## src/power_reset_status_pkg.sv

```systemverilog
// Package with register map, field layout and bus carrier types.
package power_reset_status_pkg;

	localparam logic [11:0] OFS_RESET_CAUSE     = 12'h400;
	localparam logic [11:0] OFS_RAM_STATUS      = 12'h428;
	localparam logic [11:0] OFS_SLEEP_TRIGGER   = 12'h500;
	localparam logic [11:0] OFS_FAIL_CONFIG     = 12'h510;
	localparam logic [11:0] OFS_SCRATCH_A       = 12'h51C;
	localparam logic [11:0] OFS_SCRATCH_B       = 12'h520;
	localparam logic [11:0] OFS_LEGACY_RAM      = 12'h524;
	localparam logic [11:0] OFS_IRQ_STATUS      = 12'h600;
	localparam logic [11:0] OFS_IRQ_MASK        = 12'h604;

	// Reset-cause bit positions
	localparam int BIT_CPU_STALL    = 3;
	localparam int BIT_PIN_WAKE     = 16;
	localparam int BIT_COMP_WAKE    = 17;
	localparam int BIT_DEBUG_WAKE   = 18;
	localparam int BIT_FIELD_WAKE   = 19;

	localparam int BIT_FAIL_ENABLE  = 0;
	localparam int FAIL_THR_LSB     = 1;
	localparam int FAIL_THR_MSB     = 4;
	localparam int BIT_SLEEP_GO     = 0;

	localparam logic [31:0] RST_FAIL_CONFIG = 32'h0000_0000;
	localparam logic [7:0]  RST_SCRATCH     = 8'h00;
	localparam logic [1:0]  RST_LEGACY_RAM  = 2'h3;
	localparam logic [4:0]  RST_CAUSE       = 5'h00;
	localparam logic [31:0] UNMAPPED_READ   = 32'h0000_0000;

	// Interrupt status bits: one per cause flag, order as cause_t
	localparam int IRQ_BITS = 5;

	typedef struct packed {
		logic field_wake;
		logic debug_wake;
		logic comp_wake;
		logic pin_wake;
		logic cpu_stall;
	} cause_t;

	typedef struct packed {
		logic [11:0] address;
		logic        read;
		logic        write;
		logic [31:0] writedata;
		logic [3:0]  byteenable;
	} bus_req_t;

	typedef struct packed {
		logic [3:0] threshold;
		logic       enable;
	} fail_cfg_t;

endpackage

```

## src/power_reset_status_regs.sv

```systemverilog
// Power-management status and control register bank on Avalon-MM.
//
// Notes on behaviour
// - Cause register flag shows a processor lock-up reset, else zero.
// - Cause flag set when deep-sleep wake came from pin-sense signal.
// - Cause flag set when wake came from comparator analog-detect.
// - Cause flag set when wake came from entering debug interface mode.
// - Cause flag set when wake came from near-field detection.
// - RAM status bits 0..3 read one while any section of block powered.
// - Status blocks group section S0 of RAM pairs 0/1,2/3,4/5,6/7.
// - Writing one to deep-sleep trigger bit 0 enters deep sleep.
// - Comparator config bit 0 enables comparator; register resets to zero.
// - Config bits 4..1 select threshold, codes 4..15 give 1.7..2.8 V.
// - Two eight-bit scratch registers read and write freely, reset zero.
// - Scratch registers are retained across low-power states.
// - Legacy RAM power bits 0,1 keep blocks on; resets to three.
// - Legacy block 0 is RAM 0 sections S0,S1; block 1 RAM 1.
// - Legacy RAM power register is retained through low-power states.
//
// The Avalon-MM register port is this design's own decision.
`timescale 1ns/1ps

module power_reset_status_regs
	import power_reset_status_pkg::*;
(
	// Clock and reset
	input  wire logic        CLOCK,
	input  wire logic        RST,
	// Retention-domain reset, only at power-on
	input  wire logic        POR,
	// Avalon-MM slave
	input  wire logic [11:0] ADDRESS,
	input  wire logic        READ,
	input  wire logic        WRITE,
	input  wire logic [31:0] WRITEDATA,
	input  wire logic [3:0]  BYTEENABLE,
	output logic      [31:0] READDATA,
	output logic             WAITREQUEST,
	output logic      [1:0]  RESPONSE,
	// Reset and wake event pulses
	input  wire logic        CPU_STALL_EVENT,
	input  wire logic        PIN_WAKE_EVENT,
	input  wire logic        ANALOG_DETECT_SIGNAL,
	input  wire logic        DEBUG_ENTRY_EVENT,
	input  wire logic        FIELD_DETECT_EVENT,
	// RAM section power state, one bit per RAM for section S0
	input  wire logic [7:0]  RAM_SECTION0_ON,
	// Power control outputs
	output logic             DEEP_SLEEP_REQUEST,
	output logic             FAIL_COMPARATOR_ENABLE,
	output logic      [3:0]  FAIL_THRESHOLD,
	output logic      [3:0]  LEGACY_RAM_SECTION_KEEP,
	// Interrupt
	output logic             IRQ
);

	bus_req_t          req;
	logic              ack_reg;
	logic              wr_stb;
	logic              rd_stb;
	cause_t            cause_reg;
	cause_t            cause_next;
	cause_t            events;
	fail_cfg_t         fail_cfg_reg;
	logic [7:0]        scratch_a_reg;
	logic [7:0]        scratch_b_reg;
	logic [1:0]        legacy_ram_reg;
	logic [3:0]        ram_status;
	logic [IRQ_BITS-1:0] irq_status_reg;
	logic [IRQ_BITS-1:0] irq_mask_reg;
	logic              sleep_reg;
	logic [31:0]       rdata_next;
	logic [31:0]       rdata_reg;
	logic              hit;

	assign req = '{address: ADDRESS, read: READ, write: WRITE,
		writedata: WRITEDATA, byteenable: BYTEENABLE};

	// Byte-lane mask: lanes left out of a read return zero
	function automatic logic [31:0] lane_mask(input logic [3:0] be);
		lane_mask = {{8{be[3]}}, {8{be[2]}}, {8{be[1]}}, {8{be[0]}}};
	endfunction

	function automatic logic is_write(input bus_req_t r,
		input logic [11:0] ofs);
		is_write = r.write && (r.address == ofs);
	endfunction

	// One wait state: request taken at the edge where ack is high
	always_ff @(posedge CLOCK) begin
		if (RST) begin
			ack_reg <= 1'b0;
		end else begin
			ack_reg <= (READ || WRITE) && !ack_reg;
		end
	end

	assign WAITREQUEST = (READ || WRITE) && !ack_reg;
	assign wr_stb = WRITE && ack_reg;
	assign rd_stb = READ && ack_reg;

	// Per-register write enables, true only at the accepting edge
	logic              we_cause_low;
	logic              we_cause_wake;
	logic              we_sleep;
	logic              we_cfg;
	logic              we_scratch_a;
	logic              we_scratch_b;
	logic              we_legacy;
	logic              we_irq_status;
	logic              we_irq_mask;

	// Lock-up flag lives in lane 0, the wake flags in lane 2
	assign we_cause_low  = wr_stb && is_write(req, OFS_RESET_CAUSE)
		&& BYTEENABLE[0];
	assign we_cause_wake = wr_stb && is_write(req, OFS_RESET_CAUSE)
		&& BYTEENABLE[2];
	assign we_sleep      = wr_stb && is_write(req, OFS_SLEEP_TRIGGER)
		&& BYTEENABLE[0];
	assign we_cfg        = wr_stb && is_write(req, OFS_FAIL_CONFIG)
		&& BYTEENABLE[0];
	assign we_scratch_a  = wr_stb && is_write(req, OFS_SCRATCH_A)
		&& BYTEENABLE[0];
	assign we_scratch_b  = wr_stb && is_write(req, OFS_SCRATCH_B)
		&& BYTEENABLE[0];
	assign we_legacy     = wr_stb && is_write(req, OFS_LEGACY_RAM)
		&& BYTEENABLE[0];
	assign we_irq_status = wr_stb && is_write(req, OFS_IRQ_STATUS)
		&& BYTEENABLE[0];
	assign we_irq_mask   = wr_stb && is_write(req, OFS_IRQ_MASK)
		&& BYTEENABLE[0];

	assign events = '{field_wake: FIELD_DETECT_EVENT,
		debug_wake: DEBUG_ENTRY_EVENT,
		comp_wake: ANALOG_DETECT_SIGNAL,
		pin_wake: PIN_WAKE_EVENT,
		cpu_stall: CPU_STALL_EVENT};

	// Cause flags: write-one-to-clear, a new event wins over the clear
	always_comb begin
		cause_next = cause_reg;
		if (we_cause_wake) begin
			cause_next.pin_wake   = cause_reg.pin_wake
				& ~WRITEDATA[BIT_PIN_WAKE];
			cause_next.comp_wake  = cause_reg.comp_wake
				& ~WRITEDATA[BIT_COMP_WAKE];
			cause_next.debug_wake = cause_reg.debug_wake
				& ~WRITEDATA[BIT_DEBUG_WAKE];
			cause_next.field_wake = cause_reg.field_wake
				& ~WRITEDATA[BIT_FIELD_WAKE];
		end
		if (we_cause_low) begin
			cause_next.cpu_stall = cause_reg.cpu_stall
				& ~WRITEDATA[BIT_CPU_STALL];
		end
		cause_next = cause_next | events;
	end

	// Cause flags sit in the retention domain: RST leaves them alone
	always_ff @(posedge CLOCK) begin
		if (POR) begin
			cause_reg <= RST_CAUSE;
		end else begin
			cause_reg <= cause_next;
		end
	end

	// Deep-sleep trigger is write-only and produces a one-cycle pulse
	always_ff @(posedge CLOCK) begin
		if (RST) begin
			sleep_reg <= 1'b0;
		end else begin
			sleep_reg <= we_sleep && WRITEDATA[BIT_SLEEP_GO];
		end
	end

	always_ff @(posedge CLOCK) begin
		if (RST) begin
			fail_cfg_reg <= fail_cfg_t'(RST_FAIL_CONFIG[4:0]);
		end else if (we_cfg) begin
			fail_cfg_reg.enable    <= WRITEDATA[BIT_FAIL_ENABLE];
			fail_cfg_reg.threshold <= WRITEDATA[FAIL_THR_MSB:FAIL_THR_LSB];
		end
	end

	// Codes below 4 are stored as written; the comparator clamps them
	assign FAIL_COMPARATOR_ENABLE = fail_cfg_reg.enable;
	assign FAIL_THRESHOLD = fail_cfg_reg.threshold;

	// Retained registers reset only at power-on, not on RST
	always_ff @(posedge CLOCK) begin
		if (POR) begin
			scratch_a_reg <= RST_SCRATCH;
		end else if (we_scratch_a) begin
			scratch_a_reg <= WRITEDATA[7:0];
		end
	end

	always_ff @(posedge CLOCK) begin
		if (POR) begin
			scratch_b_reg <= RST_SCRATCH;
		end else if (we_scratch_b) begin
			scratch_b_reg <= WRITEDATA[7:0];
		end
	end

	always_ff @(posedge CLOCK) begin
		if (POR) begin
			legacy_ram_reg <= RST_LEGACY_RAM;
		end else if (we_legacy) begin
			legacy_ram_reg <= WRITEDATA[1:0];
		end
	end

	// Each legacy block drives both sections S0 and S1 of its RAM
	assign LEGACY_RAM_SECTION_KEEP = {{2{legacy_ram_reg[1]}},
		{2{legacy_ram_reg[0]}}};

	// Each status block ORs section S0 of a pair of RAMs
	genvar g;
	generate
		for (g = 0; g < 4; g++) begin : g_blk
			assign ram_status[g] = RAM_SECTION0_ON[2*g]
				| RAM_SECTION0_ON[2*g+1];
		end
	endgenerate

	// Interrupt status: sticky, write one to clear, set wins
	always_ff @(posedge CLOCK) begin
		if (RST) begin
			irq_status_reg <= '0;
		end else if (we_irq_status) begin
			irq_status_reg <= (irq_status_reg
				& ~WRITEDATA[IRQ_BITS-1:0]) | events;
		end else begin
			irq_status_reg <= irq_status_reg | events;
		end
	end

	always_ff @(posedge CLOCK) begin
		if (RST) begin
			irq_mask_reg <= '0;
		end else if (we_irq_mask) begin
			irq_mask_reg <= WRITEDATA[IRQ_BITS-1:0];
		end
	end

	assign IRQ = |(irq_status_reg & irq_mask_reg);

	// Read mux
	always_comb begin
		rdata_next = UNMAPPED_READ;
		hit = 1'b1;
		if (ADDRESS == OFS_RESET_CAUSE) begin
			rdata_next[BIT_CPU_STALL]  = cause_reg.cpu_stall;
			rdata_next[BIT_PIN_WAKE]   = cause_reg.pin_wake;
			rdata_next[BIT_COMP_WAKE]  = cause_reg.comp_wake;
			rdata_next[BIT_DEBUG_WAKE] = cause_reg.debug_wake;
			rdata_next[BIT_FIELD_WAKE] = cause_reg.field_wake;
		end else if (ADDRESS == OFS_RAM_STATUS) begin
			rdata_next[3:0] = ram_status;
		end else if (ADDRESS == OFS_SLEEP_TRIGGER) begin
			rdata_next = UNMAPPED_READ;
		end else if (ADDRESS == OFS_FAIL_CONFIG) begin
			rdata_next[4:0] = fail_cfg_reg;
		end else if (ADDRESS == OFS_SCRATCH_A) begin
			rdata_next[7:0] = scratch_a_reg;
		end else if (ADDRESS == OFS_SCRATCH_B) begin
			rdata_next[7:0] = scratch_b_reg;
		end else if (ADDRESS == OFS_LEGACY_RAM) begin
			rdata_next[1:0] = legacy_ram_reg;
		end else if (ADDRESS == OFS_IRQ_STATUS) begin
			rdata_next[IRQ_BITS-1:0] = irq_status_reg;
		end else if (ADDRESS == OFS_IRQ_MASK) begin
			rdata_next[IRQ_BITS-1:0] = irq_mask_reg;
		end else begin
			hit = 1'b0;
		end
	end

	// Read data registered in the wait cycle so it stands at the ack edge
	always_ff @(posedge CLOCK) begin
		if (RST) begin
			rdata_reg <= '0;
		end else if (READ && !ack_reg) begin
			rdata_reg <= rdata_next & lane_mask(BYTEENABLE);
		end
	end

	logic unused_hit;
	assign unused_hit = hit & rd_stb;

	assign READDATA = rdata_reg;
	assign RESPONSE = 2'h0;
	assign DEEP_SLEEP_REQUEST = sleep_reg;

endmodule

```

## config.mk

```make
export PLATFORM = sky130hd
export DESIGN_NAME = power_reset_status_regs
export DESIGN_NICKNAME = d
export VERILOG_FILES = /design/src/power_reset_status_pkg.sv /design/src/power_reset_status_regs.sv
export SDC_FILE = /design/constraint.sdc
export NUM_CORES = 1
export LEC_CHECK = 0
export ABC_CLOCK_PERIOD_IN_PS = 4590
export BUFFER_PORTS_ARGS = -buffer_cell sky130_fd_sc_hd__buf_2
export CAP_MARGIN = 30
export CELL_PAD_IN_SITES_DETAIL_PLACEMENT = 0
export CELL_PAD_IN_SITES_GLOBAL_PLACEMENT = 1
export CORE_MARGIN = 2
export CORE_UTILIZATION = 37
export DETAILED_ROUTE_END_ITERATION = 16
export PLACE_DENSITY = 0.89
export REMOVE_ABC_BUFFERS = 1
export SETUP_SLACK_MARGIN = 0.02
export SLEW_MARGIN = 15
export SYNTH_ARGS = -nofsm -noshare
export SYNTH_HDL_FRONTEND = slang
export SYNTH_SLANG_ARGS = --single-unit
export TNS_END_PERCENT = 20
```

## constraint.sdc

```tcl
create_clock -name CLOCK -period 4.59 [get_ports CLOCK]
set_clock_uncertainty 0.1 [all_clocks]
set_input_delay 0.2295 -clock CLOCK [delete_from_list [all_inputs] [get_ports CLOCK]]
set_output_delay 0.2295 -clock CLOCK [all_outputs]
set_load 0.03 [all_outputs]
```

==> metrics.txt <==
CTS root buf clkbuf_8; WL final 7.237 mm; CTS Hold Buffers Added 0; combinational share of power 0.116; WP data arrival 2440 ps; Async SR Flop Fraction 0; Final Worst Setup Slack 2301 ps; final-report setup violation count 0; cts repair resizes 0; Setup crit end kind flop; startpoint types input port; vias in the first global route 2271; P_int 0.6496 mW; Die ar. 8036 sq um; die width 89.65 microns; core area 7176 sq um; Die Ht 89.65 microns; critical path peak fanout 14; R2R setup slack 2360 ps; Synth Register Bits 52; DP HPWL 5.421 mm; worst hold start DEBUG_ENTRY_EVENT; Synth Warn # 0; # IOs 112; Final TNS setup 0 ps; layout cells sized above 1 0.2428; Area contributors post-synth dfxtp_1, buf_4, a21oi_1; Row Count 31; post-synth top area cell dfxtp_1; Slew Viols, Final 0; reg2reg end FAIL_THRESHOLD[2]; FILL cells 745; Hold Path Depth 3; EDFF count, synth 0; drt pass-1 iters 4; Via Count 2562; Switch Pwr 0.2376 mW; TritonCTS clock tree built; GRT overflow 0; top-area cell type share of the netlist area 0.3836; drt drc 0; Final Hold Viols 0; Area Overhead vs Synth 15.44%; Seq pwr share 0.522; first-pass GRT wire length 11.34 mm; H-tree lvl count 2; All-Layer GR Usage 0.1827; vias per inst 5.315; Worst Hold Class input port to flop; Clk network pwr share 0.362; Buffers on Ports 67; max reg flops 12; Static Leak 1.269 nW; commonest register cell after synthesis dfxtp_1; synthesized instance count 324; initial antenna violation count 0; min Tclk post-route 2289 ps; clock buffer count from CTS 5; Distinct cells, synth 56; # Post-CTS Setup Buffers 0; sequential fraction of the synthesis area 0.3836; final cycle utilization of the critical path 0.4987; critical path class input port to flop; Worst-path clk slew 100 ps; number of diodes 0; Worst Path Required 4740 ps; Placer Congestion 0.8544; RSZ-0062 raised after global routing false; Detailed Route Iter0 Violations 205; ANT nets after route 0; Slew HR 0.3377; clock sinks 52; synthesized area 2714 sq um; Initial Util 0.3782; Layout Nets 448; pwr/cell area 283.2 nW/um^2; Crit Reg-Reg Startpoint ack_reg; Max Cap Viol 0; mean post-synth cell area 8.376 sq um; Hold EP irq_status_reg[3]; wire length per cell 15.01 microns; Reg2Reg Depth 4; Fmax achieved 0.4368 GHz; Overall Power 0.8872 mW; pre-CTS WS 1992 ps; CTS Buffer Depth 2; status finished, final reports clean; clock latency on the worst-skew pair 310 ps; maximum VDD drop 110.9 uV; pin count of the biggest net entering global routing 27; Sw Ratio 0.2678; Slew @ Worst Pin 984.4 ps
[stage by stage]
stage	std cells	util	area [sq um]	hold slack, ps
final	482	0.4366	3133	59.83
after floorplan	306	-	2550	198.6
after CTS	481	0.4359	3128	54.03
after global placement	473	0.4204	3017	341.7
after global routing	482	0.4366	3133	66.73
after detailed placement	473	0.4204	3017	343.0
[cells by family after synthesis]
group | after synthesis | share of synthesized area
AND/OR/NAND/NOR | 141 | 0.2872
AO/OA/AOI/OAI | 75 | 0.1830
flip-flops | 52 | 0.3836
buffers and inverters | 41 | 0.09220
multiplexers | 14 | 0.05256
other | 1 | 0.001382
[cells in the mapped netlist, drive strengths merged, types with 2 or more instances]
cell type   n
a211o       2
a21oi      34
a221o       2
a22o        6
a22oi       4
a311oi      5
a31oi       4
and2        3
and3        6
and4        3
buf        30
clkbuf      9
dfxtp      52
inv         2
mux2        2
mux2i      12
nand2      34
nand3      27
nor2       30
nor2b       7
nor3        7
nor4        2
nor4b       3
nor4bb      3
o21ai       4
o221ai      2
o22a        2
or2         3
or4         4
or4b        3
or4bb       2
[layout make-up]
| class | count | area (sq um) | area share |
|---|---|---|---|
| Sequential cell | 52 | 1041 | 0.3323 |
| Timing Repair Buffer | 69 | 347.8 | 0.1110 |
| Clock inverter | 3 | 42.54 | 0.01358 |
| Tap cell | 99 | 123.9 | 0.03954 |
| Multi-Input combinational cell | 252 | 1501 | 0.4792 |
| Inverter | 2 | 7.507 | 0.002396 |
| Clock buffer | 5 | 68.82 | 0.02196 |
[power groups by stage]
stage          Sequential (mW)  Clock (mW)  Combinational, mW
2_1_floorplan            0.472           0             0.0554
3_3_place_gp             0.473           0              0.101
3_5_place_dp             0.474           0              0.102
4_1_cts                  0.463       0.326              0.102
5_1_grt                  0.464       0.344              0.113
6_report                 0.463       0.321              0.103
[worst max-delay path: stages]
cell	delay, ps
buf_2	120
or4b_2	720
nor3_2	780
a221o_1	320
o221ai_1	120
a21oi_1	150
[routing by layer]
layer	share of wire	GRT usage	wire [microns]
met5	0	0	0
met4	0.025	0.06784	178
met3	0.063	0.02651	457
met2	0.47	0.2807	3385
met1	0.44	0.2596	3215
[layout by cell type, fill, tap and decap left out, types with 2 or more instances in the layout]
master / Yosys / layout
a21oi_1: 34 / 34
or4_4: 3 / 3
nor3_2: 3 / 3
mux2i_1: 12 / 12
o21ai_0: 4 / 4
and3_1: 5 / 5
o221ai_1: 2 / 2
a22o_1: 6 / 6
and2_1: 2 / 2
buf_2: 5 / 67
a22oi_1: 4 / 4
conb_1: 1 / 22
clkbuf_8: 0 / 5
nor3_1: 4 / 4
nor2_1: 30 / 30
a31oi_1: 4 / 4
nand3_1: 27 / 27
o22a_1: 2 / 2
a221o_1: 2 / 2
nor4b_1: 3 / 3
dfxtp_1: 52 / 52
a211o_1: 2 / 2
and4_1: 3 / 3
or2_2: 3 / 3
a311oi_1: 5 / 5
nor2b_1: 7 / 7
mux2_2: 2 / 2
nand2_1: 33 / 33
or4bb_1: 2 / 2
nor4bb_1: 3 / 3
inv_1: 2 / 2
[how the worst max path moves through the flow]
stage | startpoint | to | slack [ps]
2_1_floorplan | ADDRESS[5] | READDATA[2] | 2470
3_3_place_gp | ADDRESS[5] | READDATA[3] | 1990
3_5_place_dp | ADDRESS[5] | READDATA[3] | 1990
4_1_cts | ADDRESS[5] | READDATA[3] | 2310
5_1_grt | ack_reg | FAIL_THRESHOLD[0] | 2150
6_report | ADDRESS[5] | READDATA[3] | 2300
(Power assumes the default switching activity.)
